## src/fmsc_regs.vh

```
// Behaviour
// - Interface select pin picks parallel or serial
// - Reset loads documented write register values
// - Writes to address 00H are ignored
// - BIC_ERROR_ALLOWANCE matches when errors within allowance
// - Upper allowance unsynced, lower allowance synced
// - Unsynced: count matches, clear on mismatch
// - Synced: count misses, clear on match
// - Programmed protection value is count minus one
// - Block protection resets to 17H
// - Frame sync protection by inflection points
// - Bit 2 halts vertical correction
// - Bit 3 stops correction and output
// - Bit 4 forces sync circuits unsynchronized
// - Sync reset suppresses interrupt and output
// - Bit 5 clear outputs only good data
// - Bit 6 makes serial output show interrupt, active low
// - Bit 7 resets group check circuit
`ifndef FMSC_REGS_VH
`define FMSC_REGS_VH
// ************************************
// Addresses
// ************************************
`define FMSC_A_DATA    4'h0
`define FMSC_A_BIC     4'h1
`define FMSC_A_BLOCK_SYNC_PROTECTION   4'h2
`define FMSC_A_FRAME_SYNC_PROTECTION   4'h3
`define FMSC_A_CONTROL_ONE    4'h4
`define FMSC_A_CONTROL_TWO    4'h5
`define FMSC_A_CRC     4'h6
`define FMSC_S_DATA    8'hFB
`define FMSC_S_STAT    8'hF1
`define FMSC_S_OUTPUT_BLOCK_NUMBER    8'hF2
// ************************************
// Reset values
// ************************************
`define FMSC_RST_BIC   8'h22
`define FMSC_RST_PROT  8'h17
`define FMSC_RST_CTL   8'h00
// ************************************
// Control one bit positions
// ************************************
`define FMSC_B_VHALT   2
`define FMSC_B_ECSTOP  3
`define FMSC_B_SYNCRST 4
`define FMSC_B_INTALL  5
`define FMSC_B_DOINT   6
`define FMSC_B_CRCRST  7
// ************************************
// Serial frame
// ************************************
`define FMSC_BITS      4'h8
`endif

```

## src/fmsc_ctrl_regs.v

```verilog
`timescale 1ns/100ps
`include "fmsc_regs.vh"

// ************************************
// Protection counter for one sync loop
// ************************************
module fmsc_prot (
  input  wire       sys_clk,
  input  wire       resetn,
  input  wire       clk_en,
  input  wire       clr,
  input  wire       tick,
  input  wire       det,
  input  wire [4:0] errs,
  input  wire [7:0] allow,
  input  wire [7:0] prot,
  output reg        sync_r
);
  reg  [3:0] cnt_r;  // Protection counter
  wire [3:0] lim;    // Allowed bit errors
  wire       match;  // Code in time with errors within allowance
  wire [3:0] cnt_p1; // Counter plus one

  assign lim    = sync_r ? allow[3:0] : allow[7:4];
  assign match  = det && (errs <= {1'b0, lim});
  assign cnt_p1 = cnt_r + 4'h1;

  // Count at internal timing
  always @(posedge sys_clk or negedge resetn) begin
    if (!resetn) begin
      cnt_r  <= 4'h0;
      sync_r <= 1'b0;
    end else if (clk_en) begin
      if (clr) begin
        cnt_r  <= 4'h0;
        sync_r <= 1'b0;
      end else if (tick) begin
        if (!sync_r) begin
          if (!match)
            cnt_r <= 4'h0;
          else if (cnt_r >= prot[7:4]) begin
            cnt_r  <= 4'h0;
            sync_r <= 1'b1;
          end else
            cnt_r <= cnt_p1;
        end else begin
          if (match)
            cnt_r <= 4'h0;
          else if (cnt_r >= prot[3:0]) begin
            cnt_r  <= 4'h0;
            sync_r <= 1'b0;
          end else
            cnt_r <= cnt_p1;
        end
      end
    end
  end
endmodule

// ************************************
// Register bank and sync control
// ************************************
module fmsc_ctrl_regs (
  input  wire       sys_clk,
  input  wire       resetn,
  input  wire       clk_en,
  input  wire       interface_select,
  input  wire       par_cs_n,
  input  wire       par_wr_n,
  input  wire       par_rd_n,
  input  wire [3:0] par_addr,
  input  wire [7:0] par_din,
  output reg  [7:0] par_dout,
  output wire       par_doe,
  input  wire       ser_ce,
  input  wire       ser_clk,
  input  wire       ser_di,
  output wire       ser_do,
  output wire       ser_do_oe,
  input  wire       blk_tick,
  input  wire       blk_det,
  input  wire [4:0] blk_errs,
  input  wire       frm_tick,
  input  wire       frm_det,
  input  wire [4:0] frm_errs,
  input  wire       data_rdy,
  input  wire       data_good,
  input  wire [7:0] corr_data,
  input  wire [7:0] status_in,
  input  wire [7:0] block_no_in,
  output wire       blk_sync,
  output wire       frm_sync,
  output wire       int_req,
  output wire       vertical_pass_halt,
  output wire       correction_stop,
  output wire       sync_reset,
  output wire       group_check_reset,
  output reg  [7:0] control_two,
  output reg  [7:0] group_crc_input,
  output reg        group_crc_stb
);
  // ************************************
  // Pin synchronisers
  // ************************************
  reg  [1:0] sp_s;     // Interface select
  reg  [1:0] cs_s;     // Chip select active
  reg  [1:0] wr_s;     // Write strobe active
  reg  [1:0] rd_s;     // Read strobe active
  reg  [1:0] ce_s;     // Serial enable
  reg  [1:0] sck_s;    // Serial clock
  reg  [1:0] sdi_s;    // Serial data in
  reg        wr_d;     // Delayed write strobe
  reg        sck_d;    // Delayed serial clock
  reg  [3:0] adr_s0;   // Address pins, first flop
  reg  [3:0] adr_s1;   // Address pins, second flop
  reg  [7:0] din_s0;   // Data pins, first flop
  reg  [7:0] din_s1;   // Data pins, second flop

  // Registers written by the host
  reg  [7:0] bic_error_allowance;
  reg  [7:0] block_sync_protection;
  reg  [7:0] frame_sync_protection;
  reg  [7:0] control_one;

  // Serial engine state
  reg  [7:0] sh_r;     // Shift register
  reg  [3:0] bit_r;    // Bits in current byte
  reg        adr_ok_r; // Address byte taken
  reg  [7:0] sadr_r;   // Serial address
  reg  [7:0] tx_r;     // Output shifter
  reg        tx_on_r;  // Sending data
  reg        int_r;    // Registered interrupt

  wire       ser_mode;  // Serial interface chosen
  wire       par_wr;    // Parallel write event
  wire       sck_rise;  // Serial clock rise
  wire       sck_fall;  // Serial clock fall
  wire       ser_wr;    // Serial byte write
  wire [3:0] wr_adr;    // Write address
  wire [7:0] wr_dat;    // Write data
  wire       wr_en;     // Any write except to 00H
  wire [7:0] sh_nxt;    // Shift in next bit
  wire       pass;      // Data may be output
  wire       halt_out;  // Output suppressed
  reg  [7:0] rd_mux;    // Parallel read data
  reg  [7:0] srd_mux;   // Serial read data

  // Two flops on every pin
  always @(posedge sys_clk or negedge resetn) begin
    if (!resetn) begin
      sp_s  <= 2'h0;
      cs_s  <= 2'h0;
      wr_s  <= 2'h0;
      rd_s  <= 2'h0;
      ce_s  <= 2'h0;
      sck_s <= 2'h0;
      sdi_s <= 2'h0;
      wr_d  <= 1'b0;
      sck_d <= 1'b0;
      adr_s0 <= 4'h0;
      adr_s1 <= 4'h0;
      din_s0 <= 8'h00;
      din_s1 <= 8'h00;
    end else if (clk_en) begin
      adr_s0 <= par_addr;
      adr_s1 <= adr_s0;
      din_s0 <= par_din;
      din_s1 <= din_s0;
      sp_s  <= {sp_s[0], interface_select};
      cs_s  <= {cs_s[0], ~par_cs_n};
      wr_s  <= {wr_s[0], ~par_wr_n};
      rd_s  <= {rd_s[0], ~par_rd_n};
      ce_s  <= {ce_s[0], ser_ce};
      sck_s <= {sck_s[0], ser_clk};
      sdi_s <= {sdi_s[0], ser_di};
      wr_d  <= wr_s[1];
      sck_d <= sck_s[1];
    end
  end

  // ************************************
  // Write path
  // ************************************
  // Port chosen by select pin
  assign ser_mode = sp_s[1];
  assign par_wr   = !ser_mode && cs_s[1] && wr_d && !wr_s[1];
  assign sck_rise = ser_mode && ce_s[1] && sck_s[1] && !sck_d;
  assign sck_fall = ser_mode && ce_s[1] && !sck_s[1] && sck_d;
  assign sh_nxt   = {sdi_s[1], sh_r[7:1]};
  assign ser_wr   = sck_rise && adr_ok_r && (bit_r == `FMSC_BITS - 4'h1);
  assign wr_adr   = ser_mode ? sadr_r[3:0] : adr_s1;
  assign wr_dat   = ser_mode ? sh_nxt : din_s1;
  assign wr_en    = (par_wr || ser_wr) && (wr_adr != `FMSC_A_DATA);

  // Register writes
  always @(posedge sys_clk or negedge resetn) begin
    if (!resetn) begin
      bic_error_allowance   <= `FMSC_RST_BIC;
      block_sync_protection <= `FMSC_RST_PROT;
      frame_sync_protection <= `FMSC_RST_PROT;
      control_one           <= `FMSC_RST_CTL;
      control_two           <= `FMSC_RST_CTL;
      group_crc_input       <= `FMSC_RST_CTL;
      group_crc_stb         <= 1'b0;
    end else if (clk_en) begin
      group_crc_stb <= 1'b0;
      if (wr_en) begin
        case (wr_adr)
          `FMSC_A_BIC:   bic_error_allowance   <= wr_dat;
          `FMSC_A_BLOCK_SYNC_PROTECTION: block_sync_protection <= wr_dat;
          `FMSC_A_FRAME_SYNC_PROTECTION: frame_sync_protection <= wr_dat;
          `FMSC_A_CONTROL_ONE:  control_one           <= wr_dat;
          `FMSC_A_CONTROL_TWO:  control_two           <= wr_dat;
          `FMSC_A_CRC: begin
            group_crc_input <= wr_dat;
            group_crc_stb   <= 1'b1;
          end
          default: ;
        endcase
      end
    end
  end

  // ************************************
  // Control outputs
  // ************************************
  // Vertical correction halt
  assign vertical_pass_halt = control_one[`FMSC_B_VHALT];
  assign correction_stop    = control_one[`FMSC_B_ECSTOP];
  assign sync_reset         = control_one[`FMSC_B_SYNCRST];
  assign group_check_reset  = control_one[`FMSC_B_CRCRST];

  // ************************************
  // Sync protection loops
  // ************************************
  fmsc_prot u_blk (
    .sys_clk (sys_clk),
    .resetn  (resetn),
    .clk_en  (clk_en),
    .clr     (sync_reset),
    .tick    (blk_tick),
    .det     (blk_det),
    .errs    (blk_errs),
    .allow   (bic_error_allowance),
    .prot    (block_sync_protection),
    .sync_r  (blk_sync)
  );

  fmsc_prot u_frm (
    .sys_clk (sys_clk),
    .resetn  (resetn),
    .clk_en  (clk_en),
    .clr     (sync_reset),
    .tick    (frm_tick),
    .det     (frm_det),
    .errs    (frm_errs),
    .allow   (bic_error_allowance),
    .prot    (frame_sync_protection),
    .sync_r  (frm_sync)
  );

  // ************************************
  // Interrupt gating
  // ************************************
  // Good data or all data
  assign pass     = control_one[`FMSC_B_INTALL] || (data_good && blk_sync && frm_sync);
  assign halt_out = sync_reset || correction_stop;
  assign int_req  = int_r;

  // Interrupt register
  always @(posedge sys_clk or negedge resetn) begin
    if (!resetn)
      int_r <= 1'b0;
    else if (clk_en)
      int_r <= data_rdy && pass && !halt_out;
  end

  // ************************************
  // Parallel read path
  // ************************************
  // Read mux
  always @* begin
    case (adr_s1)
      `FMSC_A_DATA:  rd_mux = corr_data;
      `FMSC_A_BIC:   rd_mux = status_in;
      `FMSC_A_BLOCK_SYNC_PROTECTION: rd_mux = block_no_in;
      default:       rd_mux = 8'h00;
    endcase
  end

  // Read data register
  always @(posedge sys_clk or negedge resetn) begin
    if (!resetn)
      par_dout <= 8'h00;
    else if (clk_en)
      par_dout <= rd_mux;
  end

  assign par_doe = !ser_mode && cs_s[1] && rd_s[1];

  // ************************************
  // Serial engine
  // ************************************
  // Serial read mux
  always @* begin
    case (sh_nxt)
      `FMSC_S_DATA: srd_mux = corr_data;
      `FMSC_S_STAT: srd_mux = status_in;
      `FMSC_S_OUTPUT_BLOCK_NUMBER: srd_mux = block_no_in;
      default:      srd_mux = 8'h00;
    endcase
  end

  // Shift in address then data, LSB first
  always @(posedge sys_clk or negedge resetn) begin
    if (!resetn) begin
      sh_r     <= 8'h00;
      bit_r    <= 4'h0;
      adr_ok_r <= 1'b0;
      sadr_r   <= 8'h00;
      tx_r     <= 8'h00;
      tx_on_r  <= 1'b0;
    end else if (clk_en) begin
      if (!ce_s[1] || !ser_mode) begin
        bit_r    <= 4'h0;
        adr_ok_r <= 1'b0;
        tx_on_r  <= 1'b0;
      end else if (sck_rise) begin
        sh_r <= sh_nxt;
        if (bit_r == `FMSC_BITS - 4'h1) begin
          bit_r <= 4'h0;
          if (!adr_ok_r) begin
            adr_ok_r <= 1'b1;
            sadr_r   <= sh_nxt;
            tx_r     <= srd_mux;
            tx_on_r  <= (srd_mux != 8'h00) || (sh_nxt == `FMSC_S_DATA)
                        || (sh_nxt == `FMSC_S_STAT) || (sh_nxt == `FMSC_S_OUTPUT_BLOCK_NUMBER);
          end else if (tx_on_r)
            tx_r <= (sadr_r == `FMSC_S_DATA) ? corr_data : tx_r;
        end else
          bit_r <= bit_r + 4'h1;
      end else if (sck_fall && tx_on_r && (bit_r != 4'h0)) begin
        tx_r <= {1'b0, tx_r[7:1]};
      end
    end
  end

  // ************************************
  // Serial data output
  // ************************************
  // Undriven during sync reset
  assign ser_do_oe = ser_mode && !sync_reset
                     && (tx_on_r || control_one[`FMSC_B_DOINT]);
  assign ser_do    = tx_on_r ? tx_r[0] : !int_r;
endmodule

```

## config.mk

```make
export PLATFORM = sky130hd
export DESIGN_NAME = fmsc_ctrl_regs
export DESIGN_NICKNAME = d
export VERILOG_FILES = /design/src/fmsc_ctrl_regs.v
export VERILOG_INCLUDE_DIRS = /design/src
export SDC_FILE = /design/constraint.sdc
export NUM_CORES = 1
export LEC_CHECK = 0
export ABC_AREA = 1
export BUFFER_PORTS_ARGS = -buffer_cell sky130_fd_sc_hd__buf_2
export CAP_MARGIN = 30
export CELL_PAD_IN_SITES_DETAIL_PLACEMENT = 2
export CELL_PAD_IN_SITES_GLOBAL_PLACEMENT = 2
export CORE_MARGIN = 10
export CORE_UTILIZATION = 34
export DETAILED_ROUTE_END_ITERATION = 16
export GPL_ROUTABILITY_DRIVEN = 0
export PLACE_DENSITY_LB_ADDON = 0.05
export SLEW_MARGIN = 20
export SYNTH_ARGS = -nofsm -noshare
export SYNTH_HDL_FRONTEND = slang
export SYNTH_SLANG_ARGS = --single-unit
```

## constraint.sdc

```tcl
create_clock -name sys_clk -period 2.7 [get_ports sys_clk]
set_clock_uncertainty 0.05 [all_clocks]
set_input_delay 0 -clock sys_clk [delete_from_list [all_inputs] [get_ports sys_clk]]
set_output_delay 0 -clock sys_clk [all_outputs]
set_load 0.005 [all_outputs]
```

==> impl_metrics.tcl <==
set metrics [dict create \
    p_sw_frac 0.3190 \
    io_buffers 96 \
    drc 0 \
    grt_pass1_wl_um 41280 \
    whs_ns 0.01665 \
    drt_iter0_drc 201 \
    crit_fanout 8 \
    crit_chain "inv_1 > nand2_1 > nor2_1 > nand2_1 > nand3_1 > dlygate4sd3_1 > nand2_1 > nand2_1" \
    final_common_cell "nand2_1" \
    synth-async-reset-ratio 1.000 \
    cp-end-kind "flop" \
    gr-usage-met3 0.03224 \
    io_pins 97 \
    gr-usage-met2 0.3230 \
    final_area_mm2 0.009281 \
    post-cts-setup-buffers 0 \
    mostFrequentLayoutCells "nand2_1 (398), dfrtp_1 (125), inv_1 (118)" \
    cts-root-buf "clkbuf_16" \
    power_density_mw_per_mm2 623.6 \
    hp-class "input port to flop" \
    cts_buffer_depth 2 \
    via_count 6891 \
    finalPower_mw 5.788 \
    ir_worst_vdd_mv 0.4070 \
    grt_max_degree 58 \
    ant_nets 0 \
    clkLatencyLatePin_ns 0.42 \
    routed_wirelength_um 24840 \
    cts_tree "done" \
    path_delay_family "simple AND/OR/NAND/NOR gates" \
    p_leak_nw 4.992 \
    slew_violations 0 \
    cts_resized 0 \
    p_switching_mw 1.846 \
    synth_seq_area_share 0.4639 \
    antenna_found_initial 0 \
    crit_arrival_ns 2.68 \
    ff_latch_area_mm2 0.003391 \
    dp.cells 1330 \
    num-nets-final 1217 \
    instances_no_fill 1415 \
    syn_avg_cell_area_um2 7.590 \
    place_area_mm2 0.008173 \
    die_y_um 166.6 \
    slowest_stage "nor2_1" \
    p_seq_frac 0.411 \
    drive_gt1_frac 0.1807 \
    grt.overflow.total 0 \
    status "finished, final reports clean" \
    fin_setup_tns_ns 0 \
    dp_slack_ns 0.4613 \
    dr.pass1.iters 5 \
    routedWlPerCell_um 17.56 \
    synth-edff-count 0 \
    post-route-period-util 0.8756 \
    period_needed_ns 2.364 \
    cp_num_buf_inv 2 \
    cap_violations 0 \
    dieWidth_um 166.6 \
    clkPwrFrac 0.396 \
    max-slew-margin-rel 0.3828 \
    combPwrFrac 0.193 \
    routed_via_density 4.870 \
    path_clk_slew_ns 0.07 \
    top_usage_layer "met2" \
    synthFlopType "dfrtp_1" \
    netlist_area_mm2 0.007310 \
    cp_data_required_time_ns 3.02 \
    multi_input_area_mm2 0.003296 \
    worstMarginPinSlew_ns 0.9161 \
    rows 53 \
    fin_util 0.4401 \
    setup_slack_ns 0.3358 \
    htreeDepth 4 \
    max_freq_mhz 423.0 \
    cts_hold_buf 53 \
    hpwl_um 17660 \
    numCtsBuffers 17 \
    core_area_mm2 0.02109 \
    cts.sinks 135 \
    dieArea_mm2 0.02776 \
    worstSetupPathType "flop to flop" \
    synth.distinct_cells 37 \
    num-fill-cells 2481 \
    hold_viol 0 \
    path_common_cell "nand2_1" \
    antenna_cells 0 \
    intPower_mw 3.942 \
    synthesis.nets 1053 \
    setup_violations 0 \
    syn_to_final_growth_pct 26.98 \
    synthCells 963 \
    synth_seq_cells 135 \
    grt_pass1_vias 7688 \
    ys_warn_count 0 \
    track_usage 0.1811 \
    grt_setup_unrepaired "no" \
    cp-start-kind "flop" \
    start_util 0.3466 \
    slowest_delay_ns 0.64 \
    use_met1 0.2182 \
]
==> worst reg2reg max path, stage by stage, from the launching register on <==
cell           delay [ns]
dfrtp_1              0.37
inv_1                0.17
nand2_1              0.10
nor2_1               0.64
nand2_1              0.17
nand3_1              0.13
dlygate4sd3_1        0.55
nand2_1              0.05
nand2_1              0.06
==> path summary, 6_finish.rpt <==
| path | start | to | slack (ns) | depth (start not counted) |
|---|---|---|---|---|
| hold / removal | status_in[4] | tx_r[4] | 0.02 | 7 |
| setup / recovery | adr_s1[1] | par_dout[0] | 0.34 | 8 |
| max in group asynchronous | resetn | din_s0[4] | 1.65 | 4 |
| setup reg to reg | adr_s1[1] | par_dout[0] | 0.34 | 8 |
| hold reg to reg | group_crc_input[4] | group_crc_input[4] | 0.42 | 2 |
| min in group asynchronous | resetn | wr_s[0] | 0.06 | 2 |
==> cells by family (layout without fill, tap and decap cells) <==
family / count (synthesis) / after routing / share of synthesized area
AND/OR/NAND/NOR: 550 / 550 / 0.3242
buffers and inverters: 150 / 327 / 0.08524
flip-flops: 135 / 135 / 0.4639
AO/OA/AOI/OAI: 96 / 96 / 0.07395
adder cells (fa/ha/maj): 28 / 28 / 0.04793
XOR/XNOR: 4 / 4 / 0.004792
==> synth_stat cells (10+ instances only) <==
cell type / instances / share of area
nand2_1: 398 / 0.20
dfrtp_1: 125 / 0.43
inv_1: 119 / 0.061
nand3_1: 69 / 0.047
o21ai_0: 58 / 0.040
nor2_1: 35 / 0.018
ha_1: 28 / 0.048
nand4_1: 15 / 0.013
a21oi_1: 13 / 0.0089
clkbuf_1: 12 / 0.0062
o21ai_2: 11 / 0.013
dfstp_2: 10 / 0.036
==> routing by layer <==
layer,wire length (um),share of wire
met5,0,0
met4,409,0.016
met3,585,0.024
met2,13020,0.52
met1,10830,0.44
==> registers in the layout, indices dropped and copies added (netlist names), 6 cells and up <==
register               cells
group_crc_input            8
frame_sync_protection      8
din_s1                     8
block_sync_protection      8
sh_r                       7
din_s0                     8
sadr_r                     8
par_dout                   8
control_two                8
bic_error_allowance        8
control_one                6
tx_r                       8
==> final cells by class <==
| type | count | area share |
|---|---|---|
| Tap cell | 275 | 0.03707 |
| Timing Repair Buffer | 174 | 0.1312 |
| Inverter | 121 | 0.04907 |
| Clock buffer | 18 | 0.04732 |
| Clock inverter | 14 | 0.01496 |
| Multi-Input combinational cell | 678 | 0.3551 |
| Sequential cell | 135 | 0.3653 |
==> power groups by stage <==
| stage | Clock, mW | Combinational (mW) | Sequential [mW] |
|---|---|---|---|
| after global routing | 2.45 | 1.27 | 2.41 |
| after floorplan | 0 | 0.588 | 2.37 |
| final | 2.29 | 1.12 | 2.38 |
| after global placement | 0 | 1.01 | 2.40 |
| after detailed placement | 0 | 1.05 | 2.41 |
| after CTS | 2.35 | 1.13 | 2.38 |
Power figures use the tool's default switching activity.
